$ cat src/power_mode_controller_defines.svh
// Timing counts and field codes for the power mode controller
`ifndef POWER_MODE_CONTROLLER_DEFINES_SVH
`define POWER_MODE_CONTROLLER_DEFINES_SVH

// Sleep level selector codes
`define PMC_SEL_NONE 2'h0
`define PMC_SEL_LIGHT 2'h1
`define PMC_SEL_DEEP 2'h2
`define PMC_SEL_DEEPEST 2'h3

// Clock source select value that picks the fast crystal
`define PMC_SRC_CRYSTAL 1'h0

// Power down and power up counter loads; each sequence lasts this many clk_sys cycles plus one
`define PMC_LIGHT_DOWN_CYC 5'h02
`define PMC_LIGHT_UP_CYC 5'h02
`define PMC_DEEP_DOWN_CYC 5'h0c
`define PMC_DEEP_UP_CYC 5'h0c

// Sequence counter width
`define PMC_CNT_W 5

`endif

$ cat src/power_mode_pkg.sv
// Types shared by the power mode controller files
package power_mode_pkg;

    // Sleep level held in the mode selector
    typedef enum logic [1:0] {
        cpu_gated_mode = 2'h0,
        light_sleep_mode = 2'h1,
        deep_sleep_mode = 2'h2,
        deepest_sleep_mode = 2'h3
    } sleep_level_type;

    // Controller states, one-hot
    typedef enum logic [5:0] {
        st_active = 6'h01,
        st_cpu_gated = 6'h02,
        st_power_down = 6'h04,
        st_asleep = 6'h08,
        st_power_up = 6'h10,
        st_clock_wait = 6'h20
    } pmc_state_type;

    // Supply and oscillator controls driven towards the analog side
    typedef struct packed {
        logic fast_crystal_en;
        logic fast_rc_en;
        logic slow_osc_en;
        logic core_regulator_en;
    } power_ctrl_type;

    // Pin side controls while asleep
    typedef struct packed {
        logic io_hold;
        logic usb_state_reset;
    } sleep_side_type;

endpackage

$ cat src/power_mode_controller.sv
// Power mode controller: active mode, cpu idle and three sleep levels
// Operation
// - One active mode plus cpu idle, light, deep and deepest sleep levels
// - Enter strobe with no level selected gates CPU clock until an interrupt
// - Light sleep stops both fast oscillators; regulator and slow oscillator stay
// - Deep sleep switches regulator off; slow oscillator keeps running; state kept
// - Deepest sleep stops regulator and all oscillators; only reset and ports wake
// - Deep and deepest sleep discard USB controller state
// - Port event wakes any sleep; sleep timer wakes light and deep, resuming
// - Any enabled interrupt ends cpu idle and execution resumes
// - Reset from any low-power mode returns to active, restarting the program
// - I/O pins hold direction and level through light, deep and deepest sleep
// - Power down sequence on entry; light fast, deepest same as deep
// - Wake restarts prior fast oscillators; crystal source runs on RC until stable
// - Level entered is the selector value when the enter strobe is written
// - Port, sleep timer or power-on wake clears selector and enter strobe
// - Nonzero selector blocks port and sleep timer interrupt service
// - Enter strobe always reads back as zero
// - Selector returns to zero once the sleep level is actually entered
`timescale 1ns/100ps
`include "power_mode_controller_defines.svh"
module power_mode_controller (
    // Clock and reset
    input wire logic clk_sys,
    input wire logic reset,
    // Software writes and read back
    input wire logic mode_select_wr,
    input wire logic [1:0] mode_select_wdata,
    input wire logic sleep_enter_strobe,
    output logic [1:0] mode_select_rdata,
    output logic enter_strobe_rdata,
    // Clock configuration from software
    input wire logic system_clock_source_select,
    input wire logic fast_crystal_request,
    input wire logic fast_rc_request,
    // Oscillator status pins
    input wire logic crystal_stable_pin,
    input wire logic fast_rc_stable_pin,
    // Wake and interrupt sources
    input wire logic port_event_pin,
    input wire logic sleep_timer_irq,
    input wire logic enabled_irq,
    // Controls and status
    output logic cpu_clock_en,
    output logic system_clock_use_rc,
    output logic wake_irq_block,
    output power_mode_pkg::power_ctrl_type power_ctrl,
    output power_mode_pkg::sleep_side_type sleep_side,
    output power_mode_pkg::sleep_level_type sleep_level,
    output logic crystal_stable_flag
);
    logic [2:0] pin_raw;
    logic [2:0] pin_s;
    logic rc_stable_s;
    logic port_event_s;

    power_mode_pkg::pmc_state_type state_q, state_d;
    power_mode_pkg::sleep_level_type level_q, level_d;
    logic [1:0] select_q, select_d;
    logic [`PMC_CNT_W-1:0] cnt_q, cnt_d;
    logic saved_xosc_q, saved_xosc_d;
    logic saved_rc_q, saved_rc_d;
    logic use_rc_q, use_rc_d;
    logic switch_gap_q, switch_gap_d;
    logic cpu_en_q, cpu_en_d;
    power_mode_pkg::power_ctrl_type ctrl_q, ctrl_d;
    power_mode_pkg::sleep_side_type side_q, side_d;
    logic wake_ok;
    logic clock_ready;

    assign pin_raw = {crystal_stable_pin, fast_rc_stable_pin, port_event_pin};

    pin_sync #(.WIDTH(3)) u_pin_sync (
        .clk_sys(clk_sys),
        .reset(reset),
        .async_in(pin_raw),
        .sync_out(pin_s)
    );

    assign crystal_stable_flag = pin_s[2];
    assign rc_stable_s = pin_s[1];
    assign port_event_s = pin_s[0];

    // Sleep timer cannot wake the deepest level since its oscillator is off
    assign wake_ok = port_event_s ||
        (sleep_timer_irq && level_q != power_mode_pkg::deepest_sleep_mode);

    // A fast source must really run before the CPU clock opens
    assign clock_ready = use_rc_q ? rc_stable_s :
        (saved_xosc_q ? crystal_stable_flag : rc_stable_s);

    function automatic logic [`PMC_CNT_W-1:0] down_len(input logic [1:0] lvl);
        down_len = (lvl == `PMC_SEL_LIGHT) ? `PMC_LIGHT_DOWN_CYC : `PMC_DEEP_DOWN_CYC;
    endfunction

    function automatic logic [`PMC_CNT_W-1:0] up_len(input logic [1:0] lvl);
        up_len = (lvl == `PMC_SEL_LIGHT) ? `PMC_LIGHT_UP_CYC : `PMC_DEEP_UP_CYC;
    endfunction

    always_comb begin
        state_d = state_q;
        level_d = level_q;
        select_d = select_q;
        cnt_d = cnt_q;
        saved_xosc_d = saved_xosc_q;
        saved_rc_d = saved_rc_q;
        use_rc_d = use_rc_q;
        switch_gap_d = 1'b0;
        case (state_q)
            power_mode_pkg::st_active: begin
                if (use_rc_q && crystal_stable_flag) begin
                    use_rc_d = 1'b0;
                    switch_gap_d = 1'b1;
                end
                if (sleep_enter_strobe && select_q == `PMC_SEL_NONE) begin
                    state_d = power_mode_pkg::st_cpu_gated;
                end else if (sleep_enter_strobe) begin
                    level_d = power_mode_pkg::sleep_level_type'(select_q);
                    saved_xosc_d = fast_crystal_request;
                    saved_rc_d = fast_rc_request;
                    cnt_d = down_len(select_q);
                    state_d = power_mode_pkg::st_power_down;
                end
            end
            power_mode_pkg::st_cpu_gated: begin
                if (enabled_irq) begin
                    state_d = power_mode_pkg::st_active;
                end
            end
            power_mode_pkg::st_power_down: begin
                if (cnt_q != '0) begin
                    cnt_d = cnt_q - 1'b1;
                end else begin
                    state_d = power_mode_pkg::st_asleep;
                    select_d = `PMC_SEL_NONE;
                end
            end
            power_mode_pkg::st_asleep: begin
                if (wake_ok) begin
                    select_d = `PMC_SEL_NONE;
                    cnt_d = up_len(level_q);
                    use_rc_d = (system_clock_source_select == `PMC_SRC_CRYSTAL) &&
                        !crystal_stable_flag;
                    state_d = power_mode_pkg::st_power_up;
                end
            end
            power_mode_pkg::st_power_up: begin
                if (cnt_q != '0) begin
                    cnt_d = cnt_q - 1'b1;
                end else begin
                    state_d = power_mode_pkg::st_clock_wait;
                end
            end
            power_mode_pkg::st_clock_wait: begin
                if (clock_ready) begin
                    state_d = power_mode_pkg::st_active;
                end
            end
            default: begin
                state_d = power_mode_pkg::st_active;
            end
        endcase
        // Software write beats a hardware clear in the same cycle
        if (mode_select_wr) begin
            select_d = mode_select_wdata;
        end
    end

    // Controls are computed from the next state so they change with it
    always_comb begin
        ctrl_d.fast_crystal_en = fast_crystal_request;
        ctrl_d.fast_rc_en = fast_rc_request || use_rc_d;
        ctrl_d.slow_osc_en = 1'b1;
        ctrl_d.core_regulator_en = 1'b1;
        side_d = '0;
        cpu_en_d = 1'b1;
        case (state_d)
            power_mode_pkg::st_cpu_gated: begin
                cpu_en_d = 1'b0;
            end
            power_mode_pkg::st_power_down,
            power_mode_pkg::st_asleep: begin
                cpu_en_d = 1'b0;
                ctrl_d.fast_crystal_en = 1'b0;
                ctrl_d.fast_rc_en = 1'b0;
                side_d.io_hold = 1'b1;
                if (level_d != power_mode_pkg::light_sleep_mode) begin
                    ctrl_d.core_regulator_en = 1'b0;
                    side_d.usb_state_reset = 1'b1;
                end
                if (level_d == power_mode_pkg::deepest_sleep_mode) begin
                    ctrl_d.slow_osc_en = 1'b0;
                end
            end
            power_mode_pkg::st_power_up,
            power_mode_pkg::st_clock_wait: begin
                cpu_en_d = 1'b0;
                side_d.io_hold = 1'b1;
                ctrl_d.fast_crystal_en = saved_xosc_d;
                ctrl_d.fast_rc_en = saved_rc_d || use_rc_d;
            end
            default: begin
                cpu_en_d = !switch_gap_d;
            end
        endcase
    end

    always_ff @(posedge clk_sys) begin
        if (reset) begin
            state_q <= power_mode_pkg::st_active;
            level_q <= power_mode_pkg::cpu_gated_mode;
            select_q <= `PMC_SEL_NONE;
            cnt_q <= '0;
            saved_xosc_q <= 1'b0;
            saved_rc_q <= 1'b1;
            use_rc_q <= 1'b0;
            switch_gap_q <= 1'b0;
            cpu_en_q <= 1'b1;
            ctrl_q <= 4'hf;
            side_q <= 2'h0;
        end else begin
            state_q <= state_d;
            level_q <= level_d;
            select_q <= select_d;
            cnt_q <= cnt_d;
            saved_xosc_q <= saved_xosc_d;
            saved_rc_q <= saved_rc_d;
            use_rc_q <= use_rc_d;
            switch_gap_q <= switch_gap_d;
            cpu_en_q <= cpu_en_d;
            ctrl_q <= ctrl_d;
            side_q <= side_d;
        end
    end

    assign mode_select_rdata = select_q;
    assign enter_strobe_rdata = 1'b0;
    assign wake_irq_block = (select_q != `PMC_SEL_NONE);
    assign cpu_clock_en = cpu_en_q;
    assign system_clock_use_rc = use_rc_q;
    assign power_ctrl = ctrl_q;
    assign sleep_side = side_q;
    assign sleep_level = level_q;
endmodule

$ cat src/pin_sync.sv
// Three-stage synchroniser with agreement check for pin inputs
`timescale 1ns/100ps
module pin_sync #(
    parameter int WIDTH = 1
) (
    // Clock and reset
    input wire logic clk_sys,
    input wire logic reset,
    // Asynchronous inputs and filtered result
    input wire logic [WIDTH-1:0] async_in,
    output logic [WIDTH-1:0] sync_out
);
    logic [WIDTH-1:0] meta_q;
    logic [WIDTH-1:0] stage2_q;
    logic [WIDTH-1:0] stage3_q;
    logic [WIDTH-1:0] sync_q;
    logic [WIDTH-1:0] sync_d;

    generate
        if (WIDTH < 1) begin : g_bad_width
            $error("pin_sync width must be at least one");
        end
    endgenerate

    // A change is accepted only once stages two and three agree
    genvar i;
    generate
        for (i = 0; i < WIDTH; i++) begin : g_bit
            assign sync_d[i] = (stage2_q[i] == stage3_q[i]) ? stage3_q[i] : sync_q[i];
        end
    endgenerate

    always_ff @(posedge clk_sys) begin
        if (reset) begin
            meta_q <= '0;
            stage2_q <= '0;
            stage3_q <= '0;
            sync_q <= '0;
        end else begin
            meta_q <= async_in;
            stage2_q <= meta_q;
            stage3_q <= stage2_q;
            sync_q <= sync_d;
        end
    end

    assign sync_out = sync_q;
endmodule

$ cat config.mk
export PLATFORM = sky130hd
export DESIGN_NAME = power_mode_controller
export DESIGN_NICKNAME = d
export VERILOG_FILES = /design/src/power_mode_pkg.sv /design/src/power_mode_controller.sv /design/src/pin_sync.sv
export VERILOG_INCLUDE_DIRS = /design/src
export SDC_FILE = /design/constraint.sdc
export NUM_CORES = 1
export LEC_CHECK = 0
export BUFFER_PORTS_ARGS = -buffer_cell sky130_fd_sc_hd__buf_4
export CORE_MARGIN = 2
export CORE_UTILIZATION = 55
export DETAILED_ROUTE_END_ITERATION = 10
export PLACE_DENSITY_LB_ADDON = 0.12
export REMOVE_ABC_BUFFERS = 1
export SYNTH_ARGS = -nofsm -noshare
export SYNTH_HDL_FRONTEND = slang
export SYNTH_SLANG_ARGS = --single-unit
$ cat constraint.sdc
create_clock -name clk_sys -period 2.9 [get_ports clk_sys]
set_clock_uncertainty 0.2 [all_clocks]
set_input_delay 0.725 -clock clk_sys [delete_from_list [all_inputs] [get_ports clk_sys]]
set_output_delay 0.725 -clock clk_sys [all_outputs]
set_load 0.05 [all_outputs]
* Yosys cells after proc, flatten, opt, wreduce, memory -nomap -nowiden
Index checks and enable logic that the tools add are counted.
Cells by class: add/sub/neg operators 1, equality and inequality tests 25, muxes and demuxes 41, bitwise logic cells 2, reduce and logical (&&, ||, !) cells 22
Operators by type and width (number):
- $mux 6 | 7
- $pmux 6 s6 | 1
- $mux 5 | 4
- $mux 1 | 17
- $pmux 5 s3 | 1
- $eq 6x2->1 const B | 2
- $eq 6x3->1 const B | 2
- $eq 6x4->1 const B | 2
- $eq 6x5->1 const B | 2
- $eq 6x6->1 const B | 2
- $mux 2 | 6
- $mux 4 | 2
- $ne 2x2->1 const B | 4
- $pmux 2 s2 | 2
- $reduce_or 2->1 | 4
- $eq 6x1->1 const B | 1
- $ne 3x3->1 const B | 2
- $reduce_bool 3->1 | 2
- $reduce_and 5->1 | 1
- $reduce_bool 5->1 | 1
- $reduce_or 5->1 | 1
- $sub 5x1->5 const B | 1
- $eq 2x1->1 const B | 2
- $logic_and 1x1->1 | 4
- 11 further kinds | 18
Word-level totals: flip-flop bits (word level) 37

* Depth between registers and ports, before layout
word-level depth 9, depth in mapped cells 7, mapped depth without buffers 7

* Cells and area by module
A second synthesis with hierarchy kept.
Second synthesis, totals: cells, all modules 209, area total of the unflattened synthesis 1815.5 µm²
By module, submodules not included:
- power_mode_controller | times used 1, cells an instance 178, area each 1427.6 µm², seq. area each 500.5 µm²
- pin_sync | times used 1, cells an instance 31, area each 387.9 µm², seq. area each 240.2 µm²

* Worst setup path before layout
Ideal clock, no wire load.
path type register to register, start point register select_q[0] (netlist: mode_select_rdata[0]), end point register cnt_q[4], library setup time 0.070 ns, arrival time 2.051 ns, required time 2.630 ns, path slack 0.579 ns, stages on the path, launching flop included 6, path buffers 0, period minus slack after synthesis 2.321 ns, path through dfxtp_1 > or2_2 > a211o_1 > o311ai_4 > or4_1 > a21boi_1
Between the ends: longest elaborated chain between the ends 4
RTL lines:
- start: declaration | line power_mode_controller.sv:59 | logic [1:0] select_q, select_d;
- start signal: assignment | line power_mode_controller.sv:212 | select_q <= `PMC_SEL_NONE;
- start signal: assignment | line power_mode_controller.sv:224 | select_q <= select_d;
- $logic_not 2->1 (no line)
- $logic_and 1x1->1 (no line)
- $ne 2x2->1 (no line)
- $reduce_and 5->1 (no line)
- end signal: assignment | line power_mode_controller.sv:225 | cnt_q <= cnt_d;
- end: declaration | line power_mode_controller.sv:60 | logic [`PMC_CNT_W-1:0] cnt_q, cnt_d;
Every way passes these cells. A chain may end at the register's enable or synchronous reset.

* Final worst setup path
start point register state_q[2], end point register cnt_q[4]
Between the ends: longest elaborated chain between the ends 4, elaborated cells on any way between the ends 12, classes of those cells eq/ne: 8; mux: 1; reduce/logical: 3
RTL lines:
- start: declaration | line power_mode_controller.sv:57 | power_mode_pkg::pmc_state_type state_q, state_d;
- start signal: assignment | line power_mode_controller.sv:210 | state_q <= power_mode_pkg::st_active;
- start signal: assignment | line power_mode_controller.sv:222 | state_q <= state_d;
- $eq 6x5->1 / $eq 6x3->1 (equally long branches) | line power_mode_controller.sv:109 | case (state_q)
- $reduce_or 2->1 (no line)
- $ne 2x1->1 (no line) / $reduce_bool 3->1 (equally long branches)
- $reduce_and 5->1 (no line)
Several ways; a longest one is shown, not always the timed one.

==> impl_results.html <==
<table>
<tr><th>Metric</th><th>Value</th></tr>
<tr><th colspan="2">Logic synthesis</th></tr>
<tr><td>Simple-gate portion of the synthesized area</td><td>0.2678</td></tr>
<tr><td>Number of enable-type register cells in the synthesized netlist</td><td>0</td></tr>
<tr><td>Number of warnings issued by yosys</td><td>0</td></tr>
<tr><td>Most frequent cell after synthesis</td><td>sky130_fd_sc_hd__dfxtp_1</td></tr>
<tr><td>Most instantiated cells after synthesis</td><td>sky130_fd_sc_hd__dfxtp_1 (37), sky130_fd_sc_hd__nor2b_1 (13), sky130_fd_sc_hd__a21oi_1 (11), sky130_fd_sc_hd__nor2_1 (11), sky130_fd_sc_hd__o21ai_0 (10)</td></tr>
<tr><td>Adder-Cell Fraction of Synth Area</td><td>0.01420</td></tr>
<tr><td>Main combinational cell family by area after synthesis</td><td>simple AND/OR/NAND/NOR gates</td></tr>
<tr><td>Top cell type's share of synthesized area</td><td>0.4205</td></tr>
<tr><td>Number of standard cells after synthesis</td><td>192</td></tr>
<tr><td>Synthesized flop and latch total</td><td>37</td></tr>
<tr><td>Part of the Yosys area used for sequential elements</td><td>0.4205</td></tr>
<tr><td>Post-synthesis share of cell area spent on xor and xnor gates</td><td>0.009943</td></tr>
<tr><td>Compound-gate portion of the synthesized area</td><td>0.2159</td></tr>
<tr><td>Leading register cell type out of synthesis</td><td>sky130_fd_sc_hd__dfxtp_1</td></tr>
<tr><td>Distinct cell type count after synthesis</td><td>58</td></tr>
<tr><td>Cell taking the most area after synthesis</td><td>sky130_fd_sc_hd__dfxtp_1</td></tr>
<tr><td>Mux contribution to synthesized area</td><td>0.02273</td></tr>
<tr><td>Cell types occupying the most area after synthesis</td><td>sky130_fd_sc_hd__dfxtp_1 (42%), sky130_fd_sc_hd__nor2b_1 (4.6%), sky130_fd_sc_hd__a21oi_1 (3.1%)</td></tr>
<tr><td>Proportion of register bits with asynchronous set or reset after synthesis</td><td>0</td></tr>
<tr><td>Post-Syn Area</td><td>1762 um^2</td></tr>
<tr><td>Post-Synthesis Mean Instance Area</td><td>9.175 um^2</td></tr>
<tr><th colspan="2">Power</th></tr>
<tr><td>Power, Total</td><td>1.360 mW</td></tr>
<tr><td>Sequential group share of total power</td><td>0.437</td></tr>
<tr><td>Design internal power</td><td>926.3 uW</td></tr>
<tr><td>Total power density per cell area</td><td>656.8 nW/um^2</td></tr>
<tr><td>Part of the power in combinational logic</td><td>0.292</td></tr>
<tr><td>Net switching power</td><td>433.7 uW</td></tr>
<tr><td>Switching share of power</td><td>0.3189</td></tr>
<tr><td>Static leakage power</td><td>0.8036 nW</td></tr>
<tr><td>Max VDD drop</td><td>0.3836 mV</td></tr>
<tr><td>Fraction of power consumed by the clock network</td><td>0.271</td></tr>
<tr><th colspan="2">Placement</th></tr>
<tr><td>Worst setup slack after placement</td><td>406.9 ps</td></tr>
<tr><td>HPWL after detailed placement</td><td>2.824 mm</td></tr>
<tr><td>Global placement routability congestion</td><td>0.8961</td></tr>
<tr><td>Post-place instance area</td><td>1986 um^2</td></tr>
<tr><td>Number of input and output port buffers inserted</td><td>27</td></tr>
<tr><td>Instance count after placement with tap cells included</td><td>257</td></tr>
<tr><th colspan="2">Worst setup path</th></tr>
<tr><td>Critical path buffers and inverters</td><td>0</td></tr>
<tr><td>Critical path type</td><td>reg -&gt; reg</td></tr>
<tr><td>Cell family contributing the most delay on the critical path</td><td>simple AND/OR/NAND/NOR gates</td></tr>
<tr><td>Cell with the largest stage delay on the worst path</td><td>sky130_fd_sc_hd__or4_4</td></tr>
<tr><td>Crit start category</td><td>flop</td></tr>
<tr><td>Worst path arrival time</td><td>2610 ps</td></tr>
<tr><td>Crit-path cells</td><td>or4_4, nor2_2, o311ai_4, or4_1, a21boi_1</td></tr>
<tr><td>Crit end category</td><td>flop</td></tr>
<tr><td>Endpoint required time on the critical path</td><td>2970 ps</td></tr>
<tr><td>Largest stage delay on the critical path</td><td>580 ps</td></tr>
<tr><td>Crit-path max FO</td><td>11</td></tr>
<tr><th colspan="2">Layout</th></tr>
<tr><td>Post-route non-filler standard cell count</td><td>265</td></tr>
<tr><td>Fraction of final layout cells sized beyond drive strength 1</td><td>0.2398</td></tr>
<tr><td>Layout Area Growth over Synthesis</td><td>17.54%</td></tr>
<tr><td>Final antenna diode count</td><td>0</td></tr>
<tr><td>FILL cells</td><td>265</td></tr>
<tr><td>Finished Cell Area</td><td>2071 um^2</td></tr>
<tr><td># nets final</td><td>236</td></tr>
<tr><td>Layout Utilization</td><td>0.6783</td></tr>
<tr><th colspan="2">Status</th></tr>
<tr><td>Run status</td><td>complete, no violations</td></tr>
<tr><th colspan="2">Detailed routing</th></tr>
<tr><td>Detailed Route Iter0 Violations</td><td>108</td></tr>
<tr><td>Iteration count of the initial detailed-routing pass</td><td>5</td></tr>
<tr><td>Vias per std cell</td><td>5.804</td></tr>
<tr><td>Residual DRC</td><td>0</td></tr>
<tr><td>Number of vias after detailed routing</td><td>1538</td></tr>
<tr><td>WL met1</td><td>1.667 mm</td></tr>
<tr><td>Wire length on met3</td><td>260 um</td></tr>
<tr><td>Per-cell routed wire length</td><td>14.31 um</td></tr>
<tr><td>Routed length on met2</td><td>1.806 mm</td></tr>
<tr><td>Remaining antenna violation count</td><td>0</td></tr>
<tr><td>Total detailed-routing wirelength</td><td>3.791 mm</td></tr>
<tr><td>Highest routed metal layer</td><td>met4</td></tr>
<tr><th colspan="2">GRT</th></tr>
<tr><td>Wire length of the first global-routing pass</td><td>6.189 mm</td></tr>
<tr><td>Tot GR Track Use</td><td>0.2317</td></tr>
<tr><td>Pin count of the biggest net entering global routing</td><td>31</td></tr>
<tr><td>Vias in the first global route</td><td>1349</td></tr>
<tr><td>Remaining global-route overflow</td><td>0</td></tr>
<tr><td>Initial antenna violation count</td><td>0</td></tr>
<tr><th colspan="2">Clocking</th></tr>
<tr><td>CTS Sinks</td><td>37</td></tr>
<tr><td>CTS tree</td><td>yes</td></tr>
<tr><td>CTS clock-pin slew for the worst setup and hold paths</td><td>100 ps</td></tr>
<tr><td>Maximum clock path buffer count</td><td>2</td></tr>
<tr><td>Post-CTS repair timing setup buffer count</td><td>0</td></tr>
<tr><td>Cell at the root of the clock tree</td><td>sky130_fd_sc_hd__clkbuf_4</td></tr>
<tr><td>Clk_lat worst skew</td><td>340 ps</td></tr>
<tr><td>Quantity of gates resized following cts</td><td>0</td></tr>
<tr><td>Count of H-tree levels built during CTS</td><td>2</td></tr>
<tr><td>TritonCTS buffer count</td><td>5</td></tr>
<tr><td>Post-CTS Hold Buffers</td><td>0</td></tr>
<tr><th colspan="2">STA</th></tr>
<tr><td>Setup TNS</td><td>0 ps</td></tr>
<tr><td>Final critical path time including I/O delays and setup</td><td>2540 ps</td></tr>
<tr><td>Setup-failing EPs final</td><td>0</td></tr>
<tr><td>Final Slew Violations</td><td>0</td></tr>
<tr><td>Number of hold violations in the final report</td><td>0</td></tr>
<tr><td>PnR worst setup slack</td><td>360.4 ps</td></tr>
<tr><td>Achievable frequency</td><td>393.8 MHz</td></tr>
<tr><td>Post-route worst hold slack</td><td>252.2 ps</td></tr>
<tr><td>RSZ-0062 raised after global routing</td><td>no</td></tr>
<tr><td>Final clock period utilization by the worst path</td><td>0.8757</td></tr>
<tr><th colspan="2">Flow run</th></tr>
<tr><td>Max cap viols</td><td>0</td></tr>
<tr><th colspan="2">Hold path</th></tr>
<tr><td>Class of the most critical hold timing path</td><td>reg -&gt; reg</td></tr>
<tr><th colspan="2">Floorplan</th></tr>
<tr><td>Overall die area</td><td>3672 um^2</td></tr>
<tr><td>Die boundary height</td><td>60.60 um</td></tr>
<tr><td>Boundary Pins</td><td>29</td></tr>
<tr><td>Core Area</td><td>3053 um^2</td></tr>
<tr><td>Die boundary width</td><td>60.60 um</td></tr>
<tr><td>Initial core utilization</td><td>0.5770</td></tr>
<tr><td>Number of standard-cell rows in the floorplan</td><td>20</td></tr>
</table>
[cells in the final DEF (no fill, tap or decap), types with 2 or more instances in the layout]
cell type                   netlist  final
sky130_fd_sc_hd__buf_4            1     30
sky130_fd_sc_hd__o21bai_1         2      2
sky130_fd_sc_hd__inv_1            7      7
sky130_fd_sc_hd__o22ai_1          2      2
sky130_fd_sc_hd__a211o_1          2      2
sky130_fd_sc_hd__or3_1            5      5
sky130_fd_sc_hd__a31oi_1          4      4
sky130_fd_sc_hd__a21oi_1         11     11
sky130_fd_sc_hd__or4_4            2      2
sky130_fd_sc_hd__or2_2            4      4
sky130_fd_sc_hd__nor2b_1         13     13
sky130_fd_sc_hd__o21ai_0         10     10
sky130_fd_sc_hd__and2_1           3      3
sky130_fd_sc_hd__mux2i_1          4      4
sky130_fd_sc_hd__nand2_1          9      9
sky130_fd_sc_hd__xnor2_1          2      2
sky130_fd_sc_hd__nand3_1          7      7
sky130_fd_sc_hd__nor4_1           2      2
sky130_fd_sc_hd__clkbuf_4         0      5
sky130_fd_sc_hd__nand2b_1         5      5
sky130_fd_sc_hd__o21a_1           2      2
sky130_fd_sc_hd__ha_1             2      2
sky130_fd_sc_hd__o31ai_1          2      2
sky130_fd_sc_hd__dfxtp_1         37     37
sky130_fd_sc_hd__nor4b_1          2      2
sky130_fd_sc_hd__a22oi_1          2      2
sky130_fd_sc_hd__a2bb2oi_1        3      3
sky130_fd_sc_hd__nor2_1          11     11
[state kept, by name (all words and copies together) (netlist names)]
name,cells
cnt_q,5
u_pin_sync.stage3_q,3
state_q,6
mode_select_rdata,2
system_clock_use_rc,1
saved_xosc_q,1
u_pin_sync.stage2_q,3
u_pin_sync.sync_out,3
cpu_clock_en,1
u_pin_sync.meta_q,3
sleep_level,2
power_ctrl,4
saved_rc_q,1
sleep_side,2
[logic make-up after synthesis]
logic type | after synthesis
compound gates | 53
xor+xnor | 2
fa+ha+maj | 2
buf+inv | 16
flops | 37
mux | 4
other cells | 1
simple gates | 77
[power by group through the flow]
stage	Combinational [mW]	Clock, mW	Sequential (mW)
floorplan	0.232	0	0.643
global placement	0.389	0	0.602
detailed placement	0.394	0	0.605
CTS	0.397	0.375	0.593
global route	0.436	0.401	0.600
finish	0.397	0.368	0.594
[layout make-up]
cell class / instances / area [um^2] / share of cell area
Inverter: 7 / 26.28 / 0.01269
Clock inverter: 1 / 30.03 / 0.01450
Multi-Input combinational cell: 139 / 938.4 / 0.4532
Clock buffer: 7 / 55.05 / 0.02659
Sequential cell: 37 / 740.7 / 0.3577
Tap cell: 44 / 55.05 / 0.02659
Timing Repair Buffer: 30 / 225.2 / 0.1088
[path summary, 6_finish.rpt]
| check | to | cells past startpoint | slack [ps] | from |
|---|---|---|---|---|
| min reg2reg | u_pin_sync.stage2_q[1] | 1 | 250 | u_pin_sync.meta_q[1] |
| min | u_pin_sync.stage2_q[1] | 1 | 250 | u_pin_sync.meta_q[1] |
| max | cnt_q[4] | 5 | 360 | state_q[2] |
| max reg2reg | cnt_q[4] | 5 | 360 | state_q[2] |
[routing by layer]
layer,vias to the layer above,GRT usage
met5,-,0
met4,0,0.09317
met3,6,0.06397
met2,57,0.3518
met1,718,0.3130
li1,757,-
(Power assumes the default switching activity.)
